==> src/pcc_pkg.sv <==
// Package of constants for the PLL clock path configuration block
`default_nettype none
// What this block does and what it leaves to software
// Power field 00 runs PLL, 01 powers down
// Source bit 0 clear uses divider, set bypasses
// Source bit 1 set picks internal oscillator
// Divider field picks ratio two to six
// Staged values apply only on update write
// Calibration bit plus update starts calibration
// Software clears calibration bit before recalibrating
// Software keeps divider in path with internal oscillator
// Bypass only for sources below divider limit
// External slow oscillator: enable PLL, bypass divider
// Polarity bit clear positive, set negative
// Two-bit field sets antibacklash pulse width
// Phase detector compares reference and feedback counters
// Software programs PLL register range for loop
// Reset: PLL off, divide by four, external
// Update bit clears itself after transfer
package pcc_pkg;
  localparam logic [11:0] OFF_PLL_CTRL  = 12'h010;
  localparam logic [11:0] OFF_ABL_CTRL  = 12'h017;
  localparam logic [11:0] OFF_CAL_CTRL  = 12'h018;
  localparam logic [11:0] OFF_DIV_RATIO = 12'h1e0;
  localparam logic [11:0] OFF_DIST_SRC  = 12'h1e1;
  localparam logic [11:0] OFF_UPDATE    = 12'h232;
  localparam logic [11:0] OFF_STATUS    = 12'h234;
  localparam logic [7:0]  RST_PLL_CTRL  = 8'h01;
  localparam logic [7:0]  RST_ABL_CTRL  = 8'h00;
  localparam logic [7:0]  RST_CAL_CTRL  = 8'h00;
  localparam logic [7:0]  RST_DIV_RATIO = 8'h02;
  localparam logic [7:0]  RST_DIST_SRC  = 8'h00;
  localparam logic [1:0]  PWR_NORMAL    = 2'h0;
  localparam logic [1:0]  PWR_DOWN      = 2'h1;
  localparam int          POL_BIT       = 7;
  localparam int          BYPASS_BIT    = 0;
  localparam int          INTOSC_BIT    = 1;
  localparam int          CAL_BIT       = 0;
  localparam logic [7:0]  UPDATE_CODE   = 8'h01;
  localparam logic [2:0]  DIV_MIN_CODE  = 3'h0;
  localparam logic [2:0]  DIV_MAX_CODE  = 3'h4;
  localparam int          CAL_TIME_US   = 100;
  localparam int          CLK_MHZ       = 10;
  localparam int          CAL_CYCLES    = CAL_TIME_US * CLK_MHZ;
  localparam logic [1:0]  RESP_OKAY     = 2'h0;
  localparam logic [1:0]  RESP_SLVERR   = 2'h2;
endpackage
`default_nettype wire

==> src/pcc_clock_path.sv <==
// PLL clock path configuration with AXI4-Lite register access
`timescale 1ns/10ps
`default_nettype none
module pcc_clock_path #(
  parameter int CAL_CYCLES = pcc_pkg::CAL_CYCLES
) (
  input  wire logic        aclk,
  input  wire logic        aresetn,
  input  wire logic [11:0] s_axi_awaddr,
  input  wire logic        s_axi_awvalid,
  output logic             s_axi_awready,
  input  wire logic [31:0] s_axi_wdata,
  input  wire logic [3:0]  s_axi_wstrb,
  input  wire logic        s_axi_wvalid,
  output logic             s_axi_wready,
  output logic [1:0]       s_axi_bresp,
  output logic             s_axi_bvalid,
  input  wire logic        s_axi_bready,
  input  wire logic [11:0] s_axi_araddr,
  input  wire logic        s_axi_arvalid,
  output logic             s_axi_arready,
  output logic [31:0]      s_axi_rdata,
  output logic [1:0]       s_axi_rresp,
  output logic             s_axi_rvalid,
  input  wire logic        s_axi_rready,
  input  wire logic        ref_counter_out,
  input  wire logic        fb_counter_out,
  output logic             pll_power_down,
  output logic             int_osc_select,
  output logic             divider_bypass,
  output logic [2:0]       osc_divider_ratio,
  output logic             pfd_negative,
  output logic [1:0]       antibacklash_width,
  output logic             cal_running,
  output logic             pump_up,
  output logic             pump_down
);

  // Counter is 16 bits wide; longer runs would wrap
  if (CAL_CYCLES < 1 || CAL_CYCLES > 65535) begin : g_cal_check
    $error("CAL_CYCLES out of range");
  end

  // Staged (software visible) registers
  logic [7:0]  pll_ctrl_r;
  logic [7:0]  abl_ctrl_r;
  logic [7:0]  cal_ctrl_r;
  logic [7:0]  div_ratio_r;
  logic [7:0]  dist_src_r;
  logic        update_r;
  // Active copies
  logic [7:0]  act_pll_r;
  logic [7:0]  act_abl_r;
  logic [7:0]  act_div_r;
  logic [7:0]  act_src_r;
  logic        act_cal_r;
  logic [15:0] cal_cnt_r;
  logic        cal_done_r;

  // Write channel capture
  logic [11:0] wr_addr_r;
  logic [7:0]  wr_data_r;
  logic        wr_be_r;
  logic        aw_held_r;
  logic        w_held_r;
  logic        wr_fire;
  logic        wr_ok;
  logic        rd_fire;

  function automatic logic known_addr(input logic [11:0] a);
    return (a == pcc_pkg::OFF_PLL_CTRL) || (a == pcc_pkg::OFF_ABL_CTRL) ||
           (a == pcc_pkg::OFF_CAL_CTRL) || (a == pcc_pkg::OFF_DIV_RATIO) ||
           (a == pcc_pkg::OFF_DIST_SRC) || (a == pcc_pkg::OFF_UPDATE) ||
           (a == pcc_pkg::OFF_STATUS);
  endfunction

  function automatic logic div_code_ok(input logic [7:0] v);
    return (v[2:0] >= pcc_pkg::DIV_MIN_CODE) && (v[2:0] <= pcc_pkg::DIV_MAX_CODE);
  endfunction

  // One write at a time; address and data taken in any order
  assign wr_fire = aw_held_r && w_held_r && !s_axi_bvalid;
  assign wr_ok   = known_addr(wr_addr_r);
  assign rd_fire = s_axi_arvalid && s_axi_arready;

  always_ff @(posedge aclk) begin
    if (!aresetn) begin
      aw_held_r     <= 1'b0;
      s_axi_awready <= 1'b0;
      wr_addr_r     <= 12'h000;
    end else if (wr_fire) begin
      aw_held_r     <= 1'b0;
      s_axi_awready <= 1'b0;
    end else if (s_axi_awvalid && s_axi_awready) begin
      aw_held_r     <= 1'b1;
      s_axi_awready <= 1'b0;
      // Offsets are word indices; byte address is four times the index
      wr_addr_r     <= {2'b00, s_axi_awaddr[11:2]};
    end else begin
      s_axi_awready <= !aw_held_r && !s_axi_bvalid;
    end
  end

  always_ff @(posedge aclk) begin
    if (!aresetn) begin
      w_held_r     <= 1'b0;
      s_axi_wready <= 1'b0;
      wr_data_r    <= 8'h00;
      wr_be_r      <= 1'b0;
    end else if (wr_fire) begin
      w_held_r     <= 1'b0;
      s_axi_wready <= 1'b0;
    end else if (s_axi_wvalid && s_axi_wready) begin
      w_held_r     <= 1'b1;
      s_axi_wready <= 1'b0;
      wr_data_r    <= s_axi_wdata[7:0];
      wr_be_r      <= s_axi_wstrb[0];
    end else begin
      s_axi_wready <= !w_held_r && !s_axi_bvalid;
    end
  end

  // Write response; unmapped address answers SLVERR
  always_ff @(posedge aclk) begin
    if (!aresetn) begin
      s_axi_bvalid <= 1'b0;
      s_axi_bresp  <= pcc_pkg::RESP_OKAY;
    end else if (wr_fire) begin
      s_axi_bvalid <= 1'b1;
      s_axi_bresp  <= wr_ok ? pcc_pkg::RESP_OKAY : pcc_pkg::RESP_SLVERR;
    end else if (s_axi_bready) begin
      s_axi_bvalid <= 1'b0;
    end
  end

  // Staged registers; only lane 0 carries data
  always_ff @(posedge aclk) begin
    if (!aresetn) begin
      pll_ctrl_r  <= pcc_pkg::RST_PLL_CTRL;
      abl_ctrl_r  <= pcc_pkg::RST_ABL_CTRL;
      cal_ctrl_r  <= pcc_pkg::RST_CAL_CTRL;
      div_ratio_r <= pcc_pkg::RST_DIV_RATIO;
      dist_src_r  <= pcc_pkg::RST_DIST_SRC;
    end else if (wr_fire && wr_be_r) begin
      unique case (wr_addr_r)
        pcc_pkg::OFF_PLL_CTRL:  pll_ctrl_r <= wr_data_r;
        pcc_pkg::OFF_ABL_CTRL:  abl_ctrl_r <= wr_data_r;
        pcc_pkg::OFF_CAL_CTRL:  cal_ctrl_r <= wr_data_r;
        // Unsupported ratio codes are ignored to keep the divider legal
        pcc_pkg::OFF_DIV_RATIO: begin
          if (div_code_ok(wr_data_r)) begin
            div_ratio_r <= wr_data_r;
          end
        end
        pcc_pkg::OFF_DIST_SRC:  dist_src_r <= wr_data_r;
        default: ;
      endcase
    end
  end

  // Update request; set by 0x01 write, clears after transfer
  always_ff @(posedge aclk) begin
    if (!aresetn) begin
      update_r <= 1'b0;
    end else if (wr_fire && wr_be_r && wr_addr_r == pcc_pkg::OFF_UPDATE &&
                 wr_data_r == pcc_pkg::UPDATE_CODE) begin
      update_r <= 1'b1;
    end else begin
      update_r <= 1'b0;
    end
  end

  // Transfer staged values into active set on update only
  always_ff @(posedge aclk) begin
    if (!aresetn) begin
      act_pll_r <= pcc_pkg::RST_PLL_CTRL;
      act_abl_r <= pcc_pkg::RST_ABL_CTRL;
      act_div_r <= pcc_pkg::RST_DIV_RATIO;
      act_src_r <= pcc_pkg::RST_DIST_SRC;
      act_cal_r <= 1'b0;
    end else if (update_r) begin
      act_pll_r <= pll_ctrl_r;
      act_abl_r <= abl_ctrl_r;
      act_div_r <= div_ratio_r;
      act_src_r <= dist_src_r;
      act_cal_r <= cal_ctrl_r[pcc_pkg::CAL_BIT];
    end
  end

  // Calibration starts on rising active calibration bit; rearm needs a clear first
  always_ff @(posedge aclk) begin
    if (!aresetn) begin
      cal_cnt_r  <= 16'h0000;
      cal_done_r <= 1'b0;
    end else if (update_r && cal_ctrl_r[pcc_pkg::CAL_BIT] && !act_cal_r) begin
      cal_cnt_r  <= 16'(CAL_CYCLES);
      cal_done_r <= 1'b0;
    end else if (cal_cnt_r != 16'h0000) begin
      cal_cnt_r  <= cal_cnt_r - 16'h0001;
      cal_done_r <= (cal_cnt_r == 16'h0001);
    end
  end

  // Active configuration driven out of flip-flops
  always_ff @(posedge aclk) begin
    if (!aresetn) begin
      pll_power_down     <= 1'b1;
      int_osc_select     <= 1'b0;
      divider_bypass     <= 1'b0;
      osc_divider_ratio  <= pcc_pkg::RST_DIV_RATIO[2:0];
      pfd_negative       <= 1'b0;
      antibacklash_width <= 2'h0;
      cal_running        <= 1'b0;
    end else begin
      // Codes other than normal leave the loop off, the safe side
      pll_power_down     <= act_pll_r[1:0] != pcc_pkg::PWR_NORMAL;
      int_osc_select     <= act_src_r[pcc_pkg::INTOSC_BIT];
      divider_bypass     <= act_src_r[pcc_pkg::BYPASS_BIT];
      osc_divider_ratio  <= act_div_r[2:0];
      pfd_negative       <= act_pll_r[pcc_pkg::POL_BIT];
      antibacklash_width <= act_abl_r[1:0];
      cal_running        <= cal_cnt_r != 16'h0000;
    end
  end

  // Phase detector: leading input pumps, both high resets; polarity swaps sense
  logic ref_q_r;
  logic fb_q_r;
  logic up_st_r;
  logic dn_st_r;
  always_ff @(posedge aclk) begin
    if (!aresetn || pll_power_down) begin
      ref_q_r <= 1'b0;
      fb_q_r  <= 1'b0;
      up_st_r <= 1'b0;
      dn_st_r <= 1'b0;
    end else begin
      ref_q_r <= ref_counter_out;
      fb_q_r  <= fb_counter_out;
      if (up_st_r && dn_st_r) begin
        up_st_r <= 1'b0;
        dn_st_r <= 1'b0;
      end else begin
        up_st_r <= up_st_r | (ref_counter_out & !ref_q_r);
        dn_st_r <= dn_st_r | (fb_counter_out & !fb_q_r);
      end
    end
  end

  always_ff @(posedge aclk) begin
    if (!aresetn) begin
      pump_up   <= 1'b0;
      pump_down <= 1'b0;
    end else begin
      pump_up   <= pfd_negative ? dn_st_r : up_st_r;
      pump_down <= pfd_negative ? up_st_r : dn_st_r;
    end
  end

  // Read channel; status shows active power-down, source, bypass, ratio and calibration
  always_ff @(posedge aclk) begin
    if (!aresetn) begin
      s_axi_arready <= 1'b0;
      s_axi_rvalid  <= 1'b0;
      s_axi_rdata   <= 32'h0000_0000;
      s_axi_rresp   <= pcc_pkg::RESP_OKAY;
    end else if (rd_fire) begin
      s_axi_arready <= 1'b0;
      s_axi_rvalid  <= 1'b1;
      s_axi_rresp   <= known_addr({2'b00, s_axi_araddr[11:2]}) ?
                       pcc_pkg::RESP_OKAY : pcc_pkg::RESP_SLVERR;
      unique case ({2'b00, s_axi_araddr[11:2]})
        pcc_pkg::OFF_PLL_CTRL:  s_axi_rdata <= {24'h000000, pll_ctrl_r};
        pcc_pkg::OFF_ABL_CTRL:  s_axi_rdata <= {24'h000000, abl_ctrl_r};
        pcc_pkg::OFF_CAL_CTRL:  s_axi_rdata <= {24'h000000, cal_ctrl_r};
        pcc_pkg::OFF_DIV_RATIO: s_axi_rdata <= {24'h000000, div_ratio_r};
        pcc_pkg::OFF_DIST_SRC:  s_axi_rdata <= {24'h000000, dist_src_r};
        pcc_pkg::OFF_UPDATE:    s_axi_rdata <= {31'h0, update_r};
        pcc_pkg::OFF_STATUS:    s_axi_rdata <= {24'h000000, cal_done_r,
                                  cal_running, pll_power_down, int_osc_select,
                                  divider_bypass, osc_divider_ratio};
        default:                s_axi_rdata <= 32'h0000_0000;
      endcase
    end else if (s_axi_rvalid) begin
      if (s_axi_rready) begin
        s_axi_rvalid  <= 1'b0;
      end
    end else begin
      s_axi_arready <= 1'b1;
    end
  end

endmodule
`default_nettype wire

==> config.mk <==
export PLATFORM = sky130hd
export DESIGN_NAME = pcc_clock_path
export DESIGN_NICKNAME = d
export VERILOG_FILES = /design/src/pcc_pkg.sv /design/src/pcc_clock_path.sv
export SDC_FILE = /design/constraint.sdc
export NUM_CORES = 1
export LEC_CHECK = 0
export CAP_MARGIN = 25
export CORE_ASPECT_RATIO = 0.9
export CORE_UTILIZATION = 30
export DETAILED_ROUTE_END_ITERATION = 7
export DONT_BUFFER_PORTS = 1
export GPL_TIMING_DRIVEN = 0
export HOLD_SLACK_MARGIN = 0.1
export PLACE_DENSITY = 0.53
export SYNTH_ARGS = -nofsm -noshare
export SYNTH_HDL_FRONTEND = slang
export SYNTH_SLANG_ARGS = --single-unit
==> constraint.sdc <==
create_clock -name aclk -period 3.4 [get_ports aclk]
set_input_delay 0.34 -clock aclk [delete_from_list [all_inputs] [get_ports aclk]]
set_output_delay 0.34 -clock aclk [all_outputs]
set_load 0.02 [all_outputs]
==> results.md <==
* Crit path required time at 3710 ps
* Fin cells at 905
* Commonest cells after routing, fill and taps aside: dfxtp_1 (121), nand2_1 (65), mux2i_1 (62)
* IO Pins at 122
* Total of max-cap violations at 0
* Number of antenna violations at the first check in global routing at 0
* Clock sinks at 121
* Post-Syn Area at about 5500 µm²
* Initial Util at about 30%
* Core Area at 17700 µm²
* PortBufs at 0
* Worst Path Max Fanout at 10
* Grt ovf at 0
* Num rows at 46
* Period minus WS final at between 2000 and 2500 ps
* Worst EP arrival at 2810 ps
* Die Y at 130 µm
* Placed insts at 847
* Setup slack, reg-to-reg at around 900 ps
* Static leakage at 2.49 nW
* Routability congestion estimate at approximately 0.77
* Share of layout cells above drive strength 1 at between 10% and 20%
* Synthesized area per cell at 9.43 µm²
* Clk slew on worst S/H paths at around 50 ps
* CTS tree: yes
* Drt wl/cell at 14.8 µm
* Inserted Diodes at 0
* Number of distinct library cells after synthesis at 55
* Layout Nets at 724
* Yosys top cell area share at 44.2%
* Worst slew pin tran at 1020 ps
* Setup bufs post-CTS at 0
* Number of setup violations in the final report at 0
* H-tree levels at 4
* Crit. End Element: flip-flop
* DPL Wire Length at 9690 µm
* Min-delay worst type: input port to flip-flop
* Sequential fraction of the synthesis area at between 40% and 50%
* Max-Slew Margin vs Limit at 31.5%
* Final WS setup at between 900 and 1000 ps
* Commonest non-fill, non-tap cell in the layout: dfxtp_1
* Post-route setup TNS at 0 ps
* Die Wd at around 140 µm
* Vias per cell at 4.73
* Via count at 4279
* Status: completed
* Dominant cell type by area after synthesis: dfxtp_1
* Initial drt markers at 134
* First-pass GRT wire length at ~21000 µm
* Grt met2 use at between 20% and 30%
* CTS buffer count at 17
* Post-synth top flop: dfxtp_1
* Final worst path period share at 73.4%
* DRT antenna net count at 0
* Final hold violations at 0
* Crit path launch: s_axi_bvalid$_SDFFE_PN0P_
* First-pass detailed-route iteration total at 4
* Async S/R FF share, synth at 0%
* Place WS at 832 ps
* WL final at 13400 µm
* Hold Crit Start: s_axi_rready
* CP Launch Type: flip-flop
* Vias in the first global route at 4099
* Met3 GRT Util at 5.36%
* Pwr dens at 623 nW/µm²
* Met1 track demand over resource at 18.8%
* Mapped Cells at 581
* Critical path type: flip-flop to flip-flop
* VDD IR max at roughly 360 µV
* Slew Viols, Final at 0
* Number of synthesized flops with an enable pin at 0
* Clock Latency Late Sink at 430 ps
* P&R area growth vs syn at 23.0%
* Synthesis Warnings at 0
* Full die area at 18800 µm²
* Skew final at around 12 ps
* GRT Total Usage at about 15%
* Top cells by area, synth: dfxtp_1 (44%), mux2i_1 (11%), nor2b_1 (5.9%)
* Layer with the highest usage: met2
* Flops & latches, synth at 121
* Fmax at around 0.4 GHz
* Clock buffer depth at 2
* RSZ-0062 raised after global routing: false
* Root Buffer: clkbuf_16
* Largest net degree at the start of global routing at 17
* Worst r2r src: s_axi_bvalid$_SDFFE_PN0P_
* DR DRC count at 0
## cell usage after synthesis (all sizes together) (7+ instances only)
library cell,n
dfxtp,121
nand2,65
mux2i,62
nor2b,52
buf,32
a21boi,30
nor2,25
clkbuf,24
a21oi,17
nor3,13
o21ai,12
and2,10
nor4,9
nand3,8
inv,7
nand2b,7
nand4,7
xor2,7
## where the power goes
group | switching, mW | internal, mW | leakage, nW
sequential | 0.113 | 1.52 | 0.981
combinational | 0.400 | 0.330 | 1.22
clock | 0.657 | 1.18 | 0.294
## sequential cells by signal (all words and copies together), names as in the netlist, 8 cells and up
signal	count
cal_ctrl_r	8
wr_addr_r	10
dist_src_r	8
abl_ctrl_r	8
s_axi_rdata	8
wr_data_r	8
div_ratio_r	8
pll_ctrl_r	8
cal_cnt_r	16
## worst max-delay path, cell delays in order, from the launching register on
cell	delay, ps
dfxtp_1	390
nand3b_1	210
clkbuf_1	230
nand4bb_1	340
nor3_2	810
mux2i_1	300
nor2b_1	70
## kinds of logic after synthesis
logic type               synth area share [%]
AO/OA/AOI/OAI                            10.6
XOR/XNOR                                 2.08
adder cells (fa/ha/maj)                 0.685
buffers and inverters                    6.46
flip-flops                               44.2
multiplexers                             12.4
other                                  0.0684
AND/OR/NAND/NOR                          23.6
## final timing paths
| path | depth (start not counted) | to |
|---|---|---|
| max reg2reg | 6 | abl_ctrl_r[4]$_SDFFE_PN0P_ |
| min | 2 | s_axi_rvalid$_SDFF_PN0_ |
| max | 6 | abl_ctrl_r[4]$_SDFFE_PN0P_ |
| min reg2reg | 1 | osc_divider_ratio[1]$_SDFF_PN1_ |
## per-layer routing
metal / up-vias / part of all wire, %
met5: - / 0
met4: 0 / 1.5
met3: 18 / 7.2
met2: 113 / 46
met1: 2030 / 45
li1: 2118 / -
## per-stage QoR
stage                     util (%)  hold slack, ps  power (mW)  area (µm²)
after CTS                     38.0             106        4.23        6730
after detailed placement      33.2             430        2.36        5880
after global routing          38.0             111        4.42        6740
after global placement        33.1             422        2.34        5870
after floorplan                  -             410        2.22        5570
final                         38.0             120        4.20        6740
## what timing repair did
action,in CTS,in global routing
resized for setup,0,0
hold buffers,25,0
endpoints found under the hold margin,25,0
## area by class of cell
type                    instances  area, µm²
plain buffers                  56        328
clock buffers                  19        453
clock inverters                13        151
fillers                      1790      11000
inverters                       7       26.3
multi-input cells             422       2800
flip-flops and latches        121       2420
well taps                     240        300
repair buffers                 27        260
Power figures use the tool's default switching activity.
